--- src/hw/bws_map.svh ---
// offsets, field positions and reset values of the bridge window registers
`ifndef BWS_MAP_SVH
`define BWS_MAP_SVH

// register byte offsets
`define BWS_OFS_IO 8'h1C
`define BWS_OFS_MEM 8'h20
`define BWS_OFS_PF 8'h24
`define BWS_OFS_PF_BASE_UP 8'h28
`define BWS_OFS_PF_TOP_UP 8'h2C
`define BWS_OFS_IO_UP 8'h30

// read-only capability values
`define BWS_IO_CAP 4'h1
`define BWS_PF_CAP 4'h1
`define BWS_CLAIM_TIMING 2'h1
`define BWS_66MHZ_CAP 1'h1
`define BWS_FAST_B2B 1'h0

// status field positions inside the 0x1C word
`define BWS_BIT_66MHZ 21
`define BWS_BIT_FB2B 23
`define BWS_BIT_PAR_MASTER 24
`define BWS_BIT_TIMING_LO 25
`define BWS_BIT_SIG_TABORT 27
`define BWS_BIT_RCV_TABORT 28
`define BWS_BIT_RCV_MABORT 29
`define BWS_BIT_RCV_SERR 30
`define BWS_BIT_DET_PERR 31

// window field positions
`define BWS_IO_BASE_LO 4
`define BWS_IO_TOP_LO 12
`define BWS_WIN_BASE_LO 4
`define BWS_WIN_TOP_LO 20

// reset values of writable fields
`define BWS_RST_NIBBLE 4'h0
`define BWS_RST_HALF 16'h0000
`define BWS_RST_WIN 12'h000
`define BWS_RST_WORD 32'h0000_0000

`endif

--- src/hw/bws_pkg.sv ---
// types of the bridge window and downstream status register bank
`default_nettype none
package bws_pkg;

   // sticky downstream error flags
   typedef struct packed {
      logic det_perr;
      logic rcv_serr;
      logic rcv_mabort;
      logic rcv_tabort;
      logic sig_tabort;
      logic par_master;
   } bws_flags_s;

   // all state of the bank
   typedef struct packed {
      logic [3:0] io_base;
      logic [3:0] io_top;
      logic [15:0] io_base_up;
      logic [15:0] io_top_up;
      bws_flags_s flags;
      logic [11:0] mem_base;
      logic [11:0] mem_top;
      logic [11:0] pf_base;
      logic [11:0] pf_top;
      logic [31:0] pf_base_up;
      logic [31:0] pf_top_up;
      logic [31:0] rdata;
      logic io_hit;
      logic mem_hit;
      logic pf_hit;
   } bws_state_s;

endpackage

`default_nettype wire

--- src/hw/bws_top.sv ---
// bridge address windows and downstream status register bank
//
// What this block does
// - io top nibble writable, low bits FFFh
// - io top reads capability nibble 1
// - io bits 31:16 from upper registers
// - io bottom low twelve bits zero
// - status bit 21 reads one
// - status bit 23 reads zero
// - bit 24 on parity error when enabled
// - claim timing field reads medium 01
// - bit 27 on target abort signalled
// - bit 28 on received target abort
// - bit 29 on received master abort
// - bit 30 on downstream system error
// - bit 31 on detected parity error
// - memory bottom bits 31:20 writable, low zero
// - memory top bits 31:20, low FFFFFh
// - memory window decides forwarding
// - prefetch capability nibble reads 0001
// - prefetch bottom bits 31:20 writable
// - prefetch top bits 31:20, decides forwarding
// - prefetch bottom bits 63:32 from upper
//
// The address-and-strobe port was decided locally.
`timescale 1ns/1ns
`default_nettype none
`include "bws_map.svh"

////////////////////////////////////////////////////////////////////////
// word layout seen by software
//
// 0x1C [3:0] io capability, [7:4] io bottom nibble,
//      [11:8] io capability, [15:12] io top nibble,
//      [31:16] downstream status half
// 0x20 [15:4] memory bottom, [31:20] memory top, low nibbles zero
// 0x24 prefetch bottom and top, capability in [3:0] and [19:16]
// 0x28 prefetch bottom bits 63:32
// 0x2C prefetch top bits 63:32
// 0x30 [15:0] io bottom bits 31:16, [31:16] io top bits 31:16
//
// other offsets read zero and ignore writes; there are no byte enables
//
// hazard: the status half shares its word with the io nibbles, so a
// write that clears a flag also rewrites both io nibbles
//
// the io and memory windows live in 32-bit space: a check address with
// any of bits 63:32 set can only hit the prefetch window

module bws_top
(
   // clock and reset
   input wire logic clk,
   input wire logic nrst,
   // register port
   input wire logic [7:0] reg_addr,
   input wire logic [31:0] reg_wdata,
   input wire logic reg_wr,
   input wire logic reg_rd,
   output logic [31:0] reg_rdata,
   // parity response enable from the command register
   input wire logic parity_resp_en,
   // downstream bus events, sampled each clock
   input wire logic downstream_parity_error_n,
   input wire logic downstream_system_error_n,
   input wire logic sig_target_abort,
   input wire logic rcv_target_abort,
   input wire logic rcv_master_abort,
   input wire logic det_parity_error,
   // transaction address to classify
   input wire logic [63:0] check_addr,
   // window matches, one cycle after check_addr
   output logic io_hit,
   output logic mem_hit,
   output logic pf_hit
);

   ////////////////////////////////////////////////////////////////////////
   // helpers

   // inclusive window test; empty when bottom exceeds top
   function automatic logic in_window
   (
      input logic [63:0] addr,
      input logic [63:0] bottom,
      input logic [63:0] top
   );
      // two wide compares; the hit flops absorb their delay
      // an empty window needs no special case: both cannot pass
      // inclusive range compare
      in_window = (addr >= bottom) && (addr <= top);
   endfunction

   // register select, used by the write path only; the read path decodes with a case
   function automatic logic sel
   (
      input logic [7:0] addr,
      input logic [7:0] ofs
   );
      // exact byte match; no low address bit is a don't-care
      sel = (addr == ofs);
   endfunction

   ////////////////////////////////////////////////////////////////////////
   // state

   // current and next state
   bws_pkg::bws_state_s st;
   bws_pkg::bws_state_s next_st;

   // word views of the bank
   logic [31:0] io_word;
   logic [31:0] mem_word;
   logic [31:0] pf_word;
   logic [31:0] io_up_word;
   // decoded window bounds
   logic [63:0] io_bottom;
   logic [63:0] io_top;
   logic [63:0] mem_bottom;
   logic [63:0] mem_top;
   logic [63:0] pf_bottom;
   logic [63:0] pf_top;
   // flag set terms and write-one-clear terms
   bws_pkg::bws_flags_s flag_set;
   bws_pkg::bws_flags_s flag_clr;
   // write strobes per word
   logic wr_io;
   logic wr_mem;
   logic wr_pf;

   ////////////////////////////////////////////////////////////////////////
   // read views

   // io bottom byte, io top byte, downstream status half
   always_comb
   begin
      io_word = `BWS_RST_WORD;
      // reserved status bits keep the zero of this default
      // io bottom byte keeps its own capability nibble
      io_word[7:0] = {st.io_base, `BWS_IO_CAP};
      io_word[11:8] = `BWS_IO_CAP;
      io_word[15:12] = st.io_top;
      io_word[`BWS_BIT_66MHZ] = `BWS_66MHZ_CAP;
      io_word[`BWS_BIT_FB2B] = `BWS_FAST_B2B;
      io_word[`BWS_BIT_PAR_MASTER] = st.flags.par_master;
      io_word[`BWS_BIT_TIMING_LO +: 2] = `BWS_CLAIM_TIMING;
      io_word[`BWS_BIT_SIG_TABORT] = st.flags.sig_tabort;
      io_word[`BWS_BIT_RCV_TABORT] = st.flags.rcv_tabort;
      io_word[`BWS_BIT_RCV_MABORT] = st.flags.rcv_mabort;
      io_word[`BWS_BIT_RCV_SERR] = st.flags.rcv_serr;
      io_word[`BWS_BIT_DET_PERR] = st.flags.det_perr;
   end

   // memory and prefetch words, low nibbles fixed
   always_comb
   begin
      mem_word = `BWS_RST_WORD;
      mem_word[`BWS_WIN_BASE_LO +: 12] = st.mem_base;
      mem_word[`BWS_WIN_TOP_LO +: 12] = st.mem_top;
      pf_word = `BWS_RST_WORD;
      pf_word[3:0] = `BWS_PF_CAP;
      pf_word[19:16] = `BWS_PF_CAP;
      pf_word[`BWS_WIN_BASE_LO +: 12] = st.pf_base;
      pf_word[`BWS_WIN_TOP_LO +: 12] = st.pf_top;
      io_up_word = {st.io_top_up, st.io_base_up};
   end

   ////////////////////////////////////////////////////////////////////////
   // window bounds

   // bounds are wiring of the stored fields, so they move on the edge
   // that lands a write; a probe in that same cycle still sees the old ones
   // io window: 32-bit space, upper half from separate registers
   always_comb
   begin
      io_bottom = {32'h0000_0000, st.io_base_up, st.io_base, 12'h000};
      // io top low bits all ones
      io_top = {32'h0000_0000, st.io_top_up, st.io_top, 12'hFFF};
   end

   // memory window: 32-bit, 1 MB granules
   always_comb
   begin
      mem_bottom = {32'h0000_0000, st.mem_base, 20'h00000};
      mem_top = {32'h0000_0000, st.mem_top, 20'hFFFFF};
   end

   // prefetch window: 64-bit bounds
   always_comb
   begin
      pf_bottom = {st.pf_base_up, st.pf_base, 20'h00000};
      pf_top = {st.pf_top_up, st.pf_top, 20'hFFFFF};
   end

   ////////////////////////////////////////////////////////////////////////
   // status flag events

   // a source held active sets its flag every cycle, so a clear only
   // sticks once the source has let go
   // hardware set terms; inputs are already synchronous
   always_comb
   begin
      flag_set.par_master = !downstream_parity_error_n && parity_resp_en;
      flag_set.sig_tabort = sig_target_abort;
      flag_set.rcv_tabort = rcv_target_abort;
      flag_set.rcv_mabort = rcv_master_abort;
      flag_set.rcv_serr = !downstream_system_error_n;
      flag_set.det_perr = det_parity_error;
   end

   // write-one-clear terms from the status half
   // only a write to the shared word clears; reads never disturb a flag
   always_comb
   begin
      flag_clr.par_master = wr_io && reg_wdata[`BWS_BIT_PAR_MASTER];
      flag_clr.sig_tabort = wr_io && reg_wdata[`BWS_BIT_SIG_TABORT];
      flag_clr.rcv_tabort = wr_io && reg_wdata[`BWS_BIT_RCV_TABORT];
      flag_clr.rcv_mabort = wr_io && reg_wdata[`BWS_BIT_RCV_MABORT];
      flag_clr.rcv_serr = wr_io && reg_wdata[`BWS_BIT_RCV_SERR];
      flag_clr.det_perr = wr_io && reg_wdata[`BWS_BIT_DET_PERR];
   end

   ////////////////////////////////////////////////////////////////////////
   // write decode

   // one strobe per shared word
   // the three upper registers are decoded where they are stored
   always_comb
   begin
      wr_io = reg_wr && sel(reg_addr, `BWS_OFS_IO);
      wr_mem = reg_wr && sel(reg_addr, `BWS_OFS_MEM);
      wr_pf = reg_wr && sel(reg_addr, `BWS_OFS_PF);
   end

   ////////////////////////////////////////////////////////////////////////
   // next state

   // fills the whole next state; writes, flags, read data, matches
   always_comb
   begin
      next_st = st;
      // io word: only the two nibbles store, capability bits ignored
      if (wr_io)
      begin
         next_st.io_base = reg_wdata[`BWS_IO_BASE_LO +: 4];
         next_st.io_top = reg_wdata[`BWS_IO_TOP_LO +: 4];
      end
      next_st.flags = (st.flags & ~flag_clr) | flag_set;
      // memory window word
      if (wr_mem)
      begin
         next_st.mem_base = reg_wdata[`BWS_WIN_BASE_LO +: 12];
         next_st.mem_top = reg_wdata[`BWS_WIN_TOP_LO +: 12];
      end
      // prefetch window word
      if (wr_pf)
      begin
         next_st.pf_base = reg_wdata[`BWS_WIN_BASE_LO +: 12];
         next_st.pf_top = reg_wdata[`BWS_WIN_TOP_LO +: 12];
      end
      if (reg_wr && sel(reg_addr, `BWS_OFS_PF_BASE_UP))
      begin
         next_st.pf_base_up = reg_wdata;
      end
      // prefetch upper top
      if (reg_wr && sel(reg_addr, `BWS_OFS_PF_TOP_UP))
      begin
         next_st.pf_top_up = reg_wdata;
      end
      if (reg_wr && sel(reg_addr, `BWS_OFS_IO_UP))
      begin
         next_st.io_base_up = reg_wdata[15:0];
         next_st.io_top_up = reg_wdata[31:16];
      end
      // back to zero after one cycle, so a stale word never looks fresh
      // read data stands only in the cycle after the strobe
      next_st.rdata = `BWS_RST_WORD;
      if (reg_rd)
      begin
         case (reg_addr)
            `BWS_OFS_IO: next_st.rdata = io_word;
            `BWS_OFS_MEM: next_st.rdata = mem_word;
            `BWS_OFS_PF: next_st.rdata = pf_word;
            `BWS_OFS_PF_BASE_UP: next_st.rdata = st.pf_base_up;
            `BWS_OFS_PF_TOP_UP: next_st.rdata = st.pf_top_up;
            `BWS_OFS_IO_UP: next_st.rdata = io_up_word;
            // unmapped offsets read as zero
            default: next_st.rdata = `BWS_RST_WORD;
         endcase
      end
      // hits are registered: one cycle of latency buys a short path out
      // io space is 32-bit, so a high address never hits it
      next_st.io_hit = (check_addr[63:32] == 32'h0000_0000)
         && in_window(check_addr, io_bottom, io_top);
      next_st.mem_hit = (check_addr[63:32] == 32'h0000_0000)
         && in_window(check_addr, mem_bottom, mem_top);
      next_st.pf_hit = in_window(check_addr, pf_bottom, pf_top);
   end

   ////////////////////////////////////////////////////////////////////////
   // registers

   // synchronous active-low reset to the power-on values
   // the bounds and word views follow from this state and need no reset
   always_ff @(posedge clk)
   begin
      if (!nrst)
      begin
         st.io_base <= `BWS_RST_NIBBLE;
         st.io_top <= `BWS_RST_NIBBLE;
         st.io_base_up <= `BWS_RST_HALF;
         st.io_top_up <= `BWS_RST_HALF;
         st.flags <= '0;
         st.mem_base <= `BWS_RST_WIN;
         st.mem_top <= `BWS_RST_WIN;
         st.pf_base <= `BWS_RST_WIN;
         st.pf_top <= `BWS_RST_WIN;
         st.pf_base_up <= `BWS_RST_WORD;
         st.pf_top_up <= `BWS_RST_WORD;
         st.rdata <= `BWS_RST_WORD;
         st.io_hit <= 1'h0;
         st.mem_hit <= 1'h0;
         st.pf_hit <= 1'h0;
      end
      else
      begin
         st <= next_st;
      end
   end

   ////////////////////////////////////////////////////////////////////////
   // outputs, straight from flops
   // plain copies of flops, so the forwarding logic sees no glitches

   assign reg_rdata = st.rdata;
   assign io_hit = st.io_hit;
   assign mem_hit = st.mem_hit;
   assign pf_hit = st.pf_hit;

endmodule // bws_top

`default_nettype wire

--- config.mk ---
export PLATFORM = sky130hd
export DESIGN_NAME = bws_top
export DESIGN_NICKNAME = d
export VERILOG_FILES = /design/src/hw/bws_pkg.sv /design/src/hw/bws_top.sv
export VERILOG_INCLUDE_DIRS = /design/src /design/src/hw
export SDC_FILE = /design/constraint.sdc
export NUM_CORES = 1
export LEC_CHECK = 0
export BUFFER_PORTS_ARGS = -buffer_cell sky130_fd_sc_hd__buf_2
export CORE_MARGIN = 5
export CORE_UTILIZATION = 50
export CTS_CLUSTER_DIAMETER = 150
export DETAILED_ROUTE_END_ITERATION = 16
export HOLD_SLACK_MARGIN = 0.05
export PLACE_DENSITY = 0.71
export SLEW_MARGIN = 20
export SYNTH_ARGS = -nofsm -noshare
export SYNTH_HDL_FRONTEND = slang
export SYNTH_SLANG_ARGS = --single-unit
export TNS_END_PERCENT = 100
--- constraint.sdc ---
create_clock -name clk -period 2.3 [get_ports clk]
set_input_delay 0.115 -clock clk [delete_from_list [all_inputs] [get_ports clk]]
set_output_delay 0.115 -clock clk [all_outputs]
set_load 0.01 [all_outputs]
* Word-level counts from Yosys, hierarchy flattened
Index checks and enable logic that the tools add are counted.
Cells by class: $lt $le $gt $ge 6, eq/ne operators 6, muxes and demuxes 1, bitwise gates (word level) 3, reduce and logical (&&, ||, !) cells 22
Operators with widths (count):
- case mux 32 bit (6 select lines) | 1
- greater-or-equal comparator 64 x 32 -> 1 bit | 2
- <= comparator 64 x 32 -> 1 bit | 2
- greater-or-equal comparator 64 bit | 1
- <= comparator 64 bit | 1
- equality test 8 x 6 -> 1 bit, second input constant | 5
- zero test 32 bit | 1
- logical AND 1 bit | 18
- equality test 8 x 5 -> 1 bit, second input constant | 1
- bitwise AND 6 bit | 1
- NOT 6 bit | 1
- bitwise OR 6 bit | 1
- zero test 1 bit | 2
- AND reduction 2 bit | 1
Word-level totals: register bits 193, input port bits 115, output and inout bits 35, word-level logic and storage cells 58

* Depth between registers and ports, before layout
word-level depth 6, depth in mapped cells 9, mapped depth without buffers 8

* Worst setup path before layout
Ideal clock, no wire load.
kind reg-to-reg, from register, netlist name pf_top[21], to register, netlist name pf_hit, library setup time 0.095 ns, arrival time 1.813 ns, data required time 2.205 ns, path slack 0.392 ns, stages on the path, launching flop included 9, path buffers 0, clock period less this slack 1.908 ns, cell sequence dfxtp_1 -> inv_1 -> ha_1 -> a21oi_1 -> o21ai_0 -> a221o_1 -> a221oi_1 -> o211ai_1 -> a221oi_1
Between the ends: cells in the longest elaborated chain, start to end 2
Ends and longest elaborated chain:
- <= comparator 64 bit | line bws_top.sv:91 | in_window = (addr >= bottom) && (addr <= top);
- logical AND 1 bit | line bws_top.sv:91
No other way between the ends. A chain may end at the register's enable or synchronous reset.

* Worst setup path in the final report
from register, netlist name io_top[17], to register, netlist name io_hit
Between the ends: cells in the longest elaborated chain, start to end 3
Ends and longest elaborated chain:
- <= comparator 64 x 32 -> 1 bit | line bws_top.sv:91
- logical AND 1 bit | line bws_top.sv:91
- logical AND 1 bit | line bws_top.sv:294 | && in_window(check_addr, io_bottom, io_top);
No other way between the ends.

==> results.sh <==
export IMPL_status="finished, final reports clean"
export IMPL_grt_pass1_vias=11020
export IMPL_slew_headroom_pct=40.66
export IMPL_ys_types=52
export IMPL_cp_data_arrival_time_ns=2.50
export IMPL_portBuffers=149
export IMPL_fmax_ghz=0.4642
export IMPL_yosysTopAreaCell="dfxtp_1"
export IMPL_dp_hpwl_um=29040
export IMPL_setup_viol=0
export IMPL_syn_cell_area_um2=11350
export IMPL_slew_violations=0
export IMPL_finalCritPeriodShare_pct=93.66
export IMPL_worstHoldStart="check_addr[7]"
export IMPL_synth_nets=1718
export IMPL_start_util_pct=50.43
export IMPL_dpl_cell_area_um2=12480
export IMPL_drive_above_1_share_pct=14.44
export IMPL_synth_seq_cells=193
export IMPL_totalWireLength_um=39470
export IMPL_grt_max_degree=61
export IMPL_powerDensity_nw_per_um2=529.2
export IMPL_fin_skew_ns=0.01217
export IMPL_yosysWarnings=0
export IMPL_tns_ns=0
export IMPL_cts_htree_levels=4
export IMPL_num_nets_final=1896
export IMPL_vdd_drop_max_mv=0.4095
export IMPL_rsz0062_at_grt="no"
export IMPL_yosysSeqAreaShare_pct=34.05
export IMPL_seqCellArea_um2=3864
export IMPL_worst_slew_pin_slew_ns=0.8880
export IMPL_regToRegStartpoint="io_top[17]$_SDFFE_PN0P_"
export IMPL_critical_path_required_ns=2.65
export IMPL_clockBufferDepth=2
export IMPL_nFillCells=1998
export IMPL_grt_pass1_wl_um=60860
export IMPL_antenna_cells=0
export IMPL_hold_ws_ns=0.1255
export IMPL_synthTopCellsByArea="dfxtp_1, ha_1, nand2_1, a21oi_1, inv_1"
export IMPL_cts_clk_slew_worst_paths_ns=0.07
export IMPL_final_common_cell="nand2_1"
export IMPL_gp_congestion=0.9143
export IMPL_syn_avg_cell_area_um2=7.820
export IMPL_period_needed_ns=2.154
export IMPL_firstDrtPassIters=6
export IMPL_core_um2=22500
export IMPL_areaGrowthSynthToFinish_pct=18.99
export IMPL_critPathKind="reg -> reg"
export IMPL_final_area_um2=13500
export IMPL_path_max_fanout=3
export IMPL_track_usage_pct=29.99
export IMPL_vias=11430
export IMPL_cts_root_buf="clkbuf_16"
export IMPL_fp_dieH_um=160.6
export IMPL_cts_tree="done"
export IMPL_multi_input_area_um2=6556
export IMPL_dr_first_iter_drc_count=1314
export IMPL_worstSetupStartpointType="register"
export IMPL_final_util_pct=60.00
export IMPL_hold_path_class="in -> reg"
export IMPL_drc=0
export IMPL_clock_sinks=193
export IMPL_globalRouteOverflowTotal=0
export IMPL_die_x_um=160.6
export IMPL_antenna_found_initial=0
export IMPL_final_cell_mix="nand2_1, a21oi_1, dfxtp_1"
export IMPL_numCtsBuffers=17
export IMPL_num_rows=55
export IMPL_crit_start="io_top[17]$_SDFFE_PN0P_"
export IMPL_cap_violations=0
export IMPL_p_leak_uw=0.004965
export IMPL_synth_edf_count=0
export IMPL_clock_latency_ns=0.45
export IMPL_critPathCaptureType="register"
export IMPL_hold_viol_final=0
export IMPL_syn_instance_count=1451
export IMPL_dieArea_um2=25810
export IMPL_synth_ff_type="dfxtp_1"
export IMPL_yosysTopAreaCellShare_pct=34.05
export IMPL_wl_per_cell_um=20.49
export IMPL_synth_async_reset_ratio_pct=0
export IMPL_detail_route_antenna_nets=0
export IMPL_viasPerCell=5.935
export IMPL_pin_count=150
## through the flow
step | power, uW | worst slack (ns) | cells
floorplan | 3796 | 0.3921 | 1451
global placement | 4122 | -0.2150 | 1854
detailed placement | 4143 | -0.1892 | 1854
finish | 7146 | 0.1459 | 1926
CTS | 7154 | 0.004944 | 1925
global route | 7365 | 0.02539 | 1926
## flip-flops by register name (all words and copies together) (netlist names)
signal      flops
io_bottom      20
io_hit          1
io_top         20
io_word         6
mem_bottom     12
mem_hit         1
mem_top        12
pf_bottom      44
pf_hit          1
pf_top         44
reg_rdata      32
## routing by layer
metal  global-route usage [%]  vias up  part of all wire (%)
li1                         -     5405                     -
met2                    49.77      547                    47
met1                    37.11     5368                    39
met3                    5.620      111                   8.8
met4                    15.64        0                   4.8
met5                        0        -                     0
## worst max-delay path: stages (launching register included)
cell and delay (ns):
dfxtp_1 0.35, inv_1 0.06, ha_1 0.29, a21o_1 0.18, a21o_1 0.16, a21oi_1 0.26, o21ai_0 0.14, a221o_1 0.36
a221oi_1 0.26
## cells by family (layout without fill, tap and decap cells)
kind of cell / Yosys count / in the layout / synth area share (%)
compound gates: 364 / 364 / 19.21
fa+ha+maj: 152 / 152 / 16.76
buf+inv: 232 / 422 / 8.590
flops: 193 / 193 / 34.05
mux: 22 / 22 / 1.941
simple gates: 488 / 488 / 19.45
## where the power goes
part / total [uW] / leakage [uW] / internal [uW] / switching (uW)
clock network: 3000 / 0.000273 / 1630 / 1370
registers: 3360 / 0.00156 / 3350 / 8.44
logic: 785 / 0.00314 / 317 / 468
total: 7150 / 0.00497 / 5300 / 1840
## final cells by class
class / instances / area share [%]
multi-input cells: 1026 / 48.56
flip-flops and latches: 193 / 28.62
repair buffers: 233 / 11.49
inverters: 158 / 4.411
clock buffers: 20 / 3.308
well taps: 285 / 2.641
clock inverters: 11 / 0.9730
## Yosys cell counts, types with 3 or more instances
master    number
clkbuf_1      40
ha_1         152
a211oi_1       6
buf_2         17
a22oi_1       37
nand4_1       34
nor2_1        37
nor2_4         3
a21oi_1      209
nand2_1      297
and4_1         7
nor2b_1        6
and2_1         4
buf_6          8
inv_1        157
buf_1          3
a221oi_1      13
mux2i_1       22
nor4_1        15
a21o_1        33
nand3_1       60
dfxtp_1      193
a221o_1        3
or4_1          3
o21ai_0       20
buf_4          6
o22ai_1       13
a31oi_1       13
nor3_1         8
a222oi_1       6
## worst paths after layout
check	end	slack, ns	cells past startpoint
worst min register to register	pf_bottom[30]$_SDFFE_PN0P_	0.46	2
worst max register to register	io_hit$_SDFF_PN0_	0.15	8
worst min-delay path	io_hit$_SDFF_PN0_	0.13	5
worst max-delay path	io_hit$_SDFF_PN0_	0.15	8
## timing repair
item	CTS	global route
setup endpoints to repair	1	1
hold buffers	40	0
setup buffers	0	1
gates resized for setup	1	5
hold endpoints to repair	158	0
pin swaps	0	2
(Power assumes the default switching activity.)
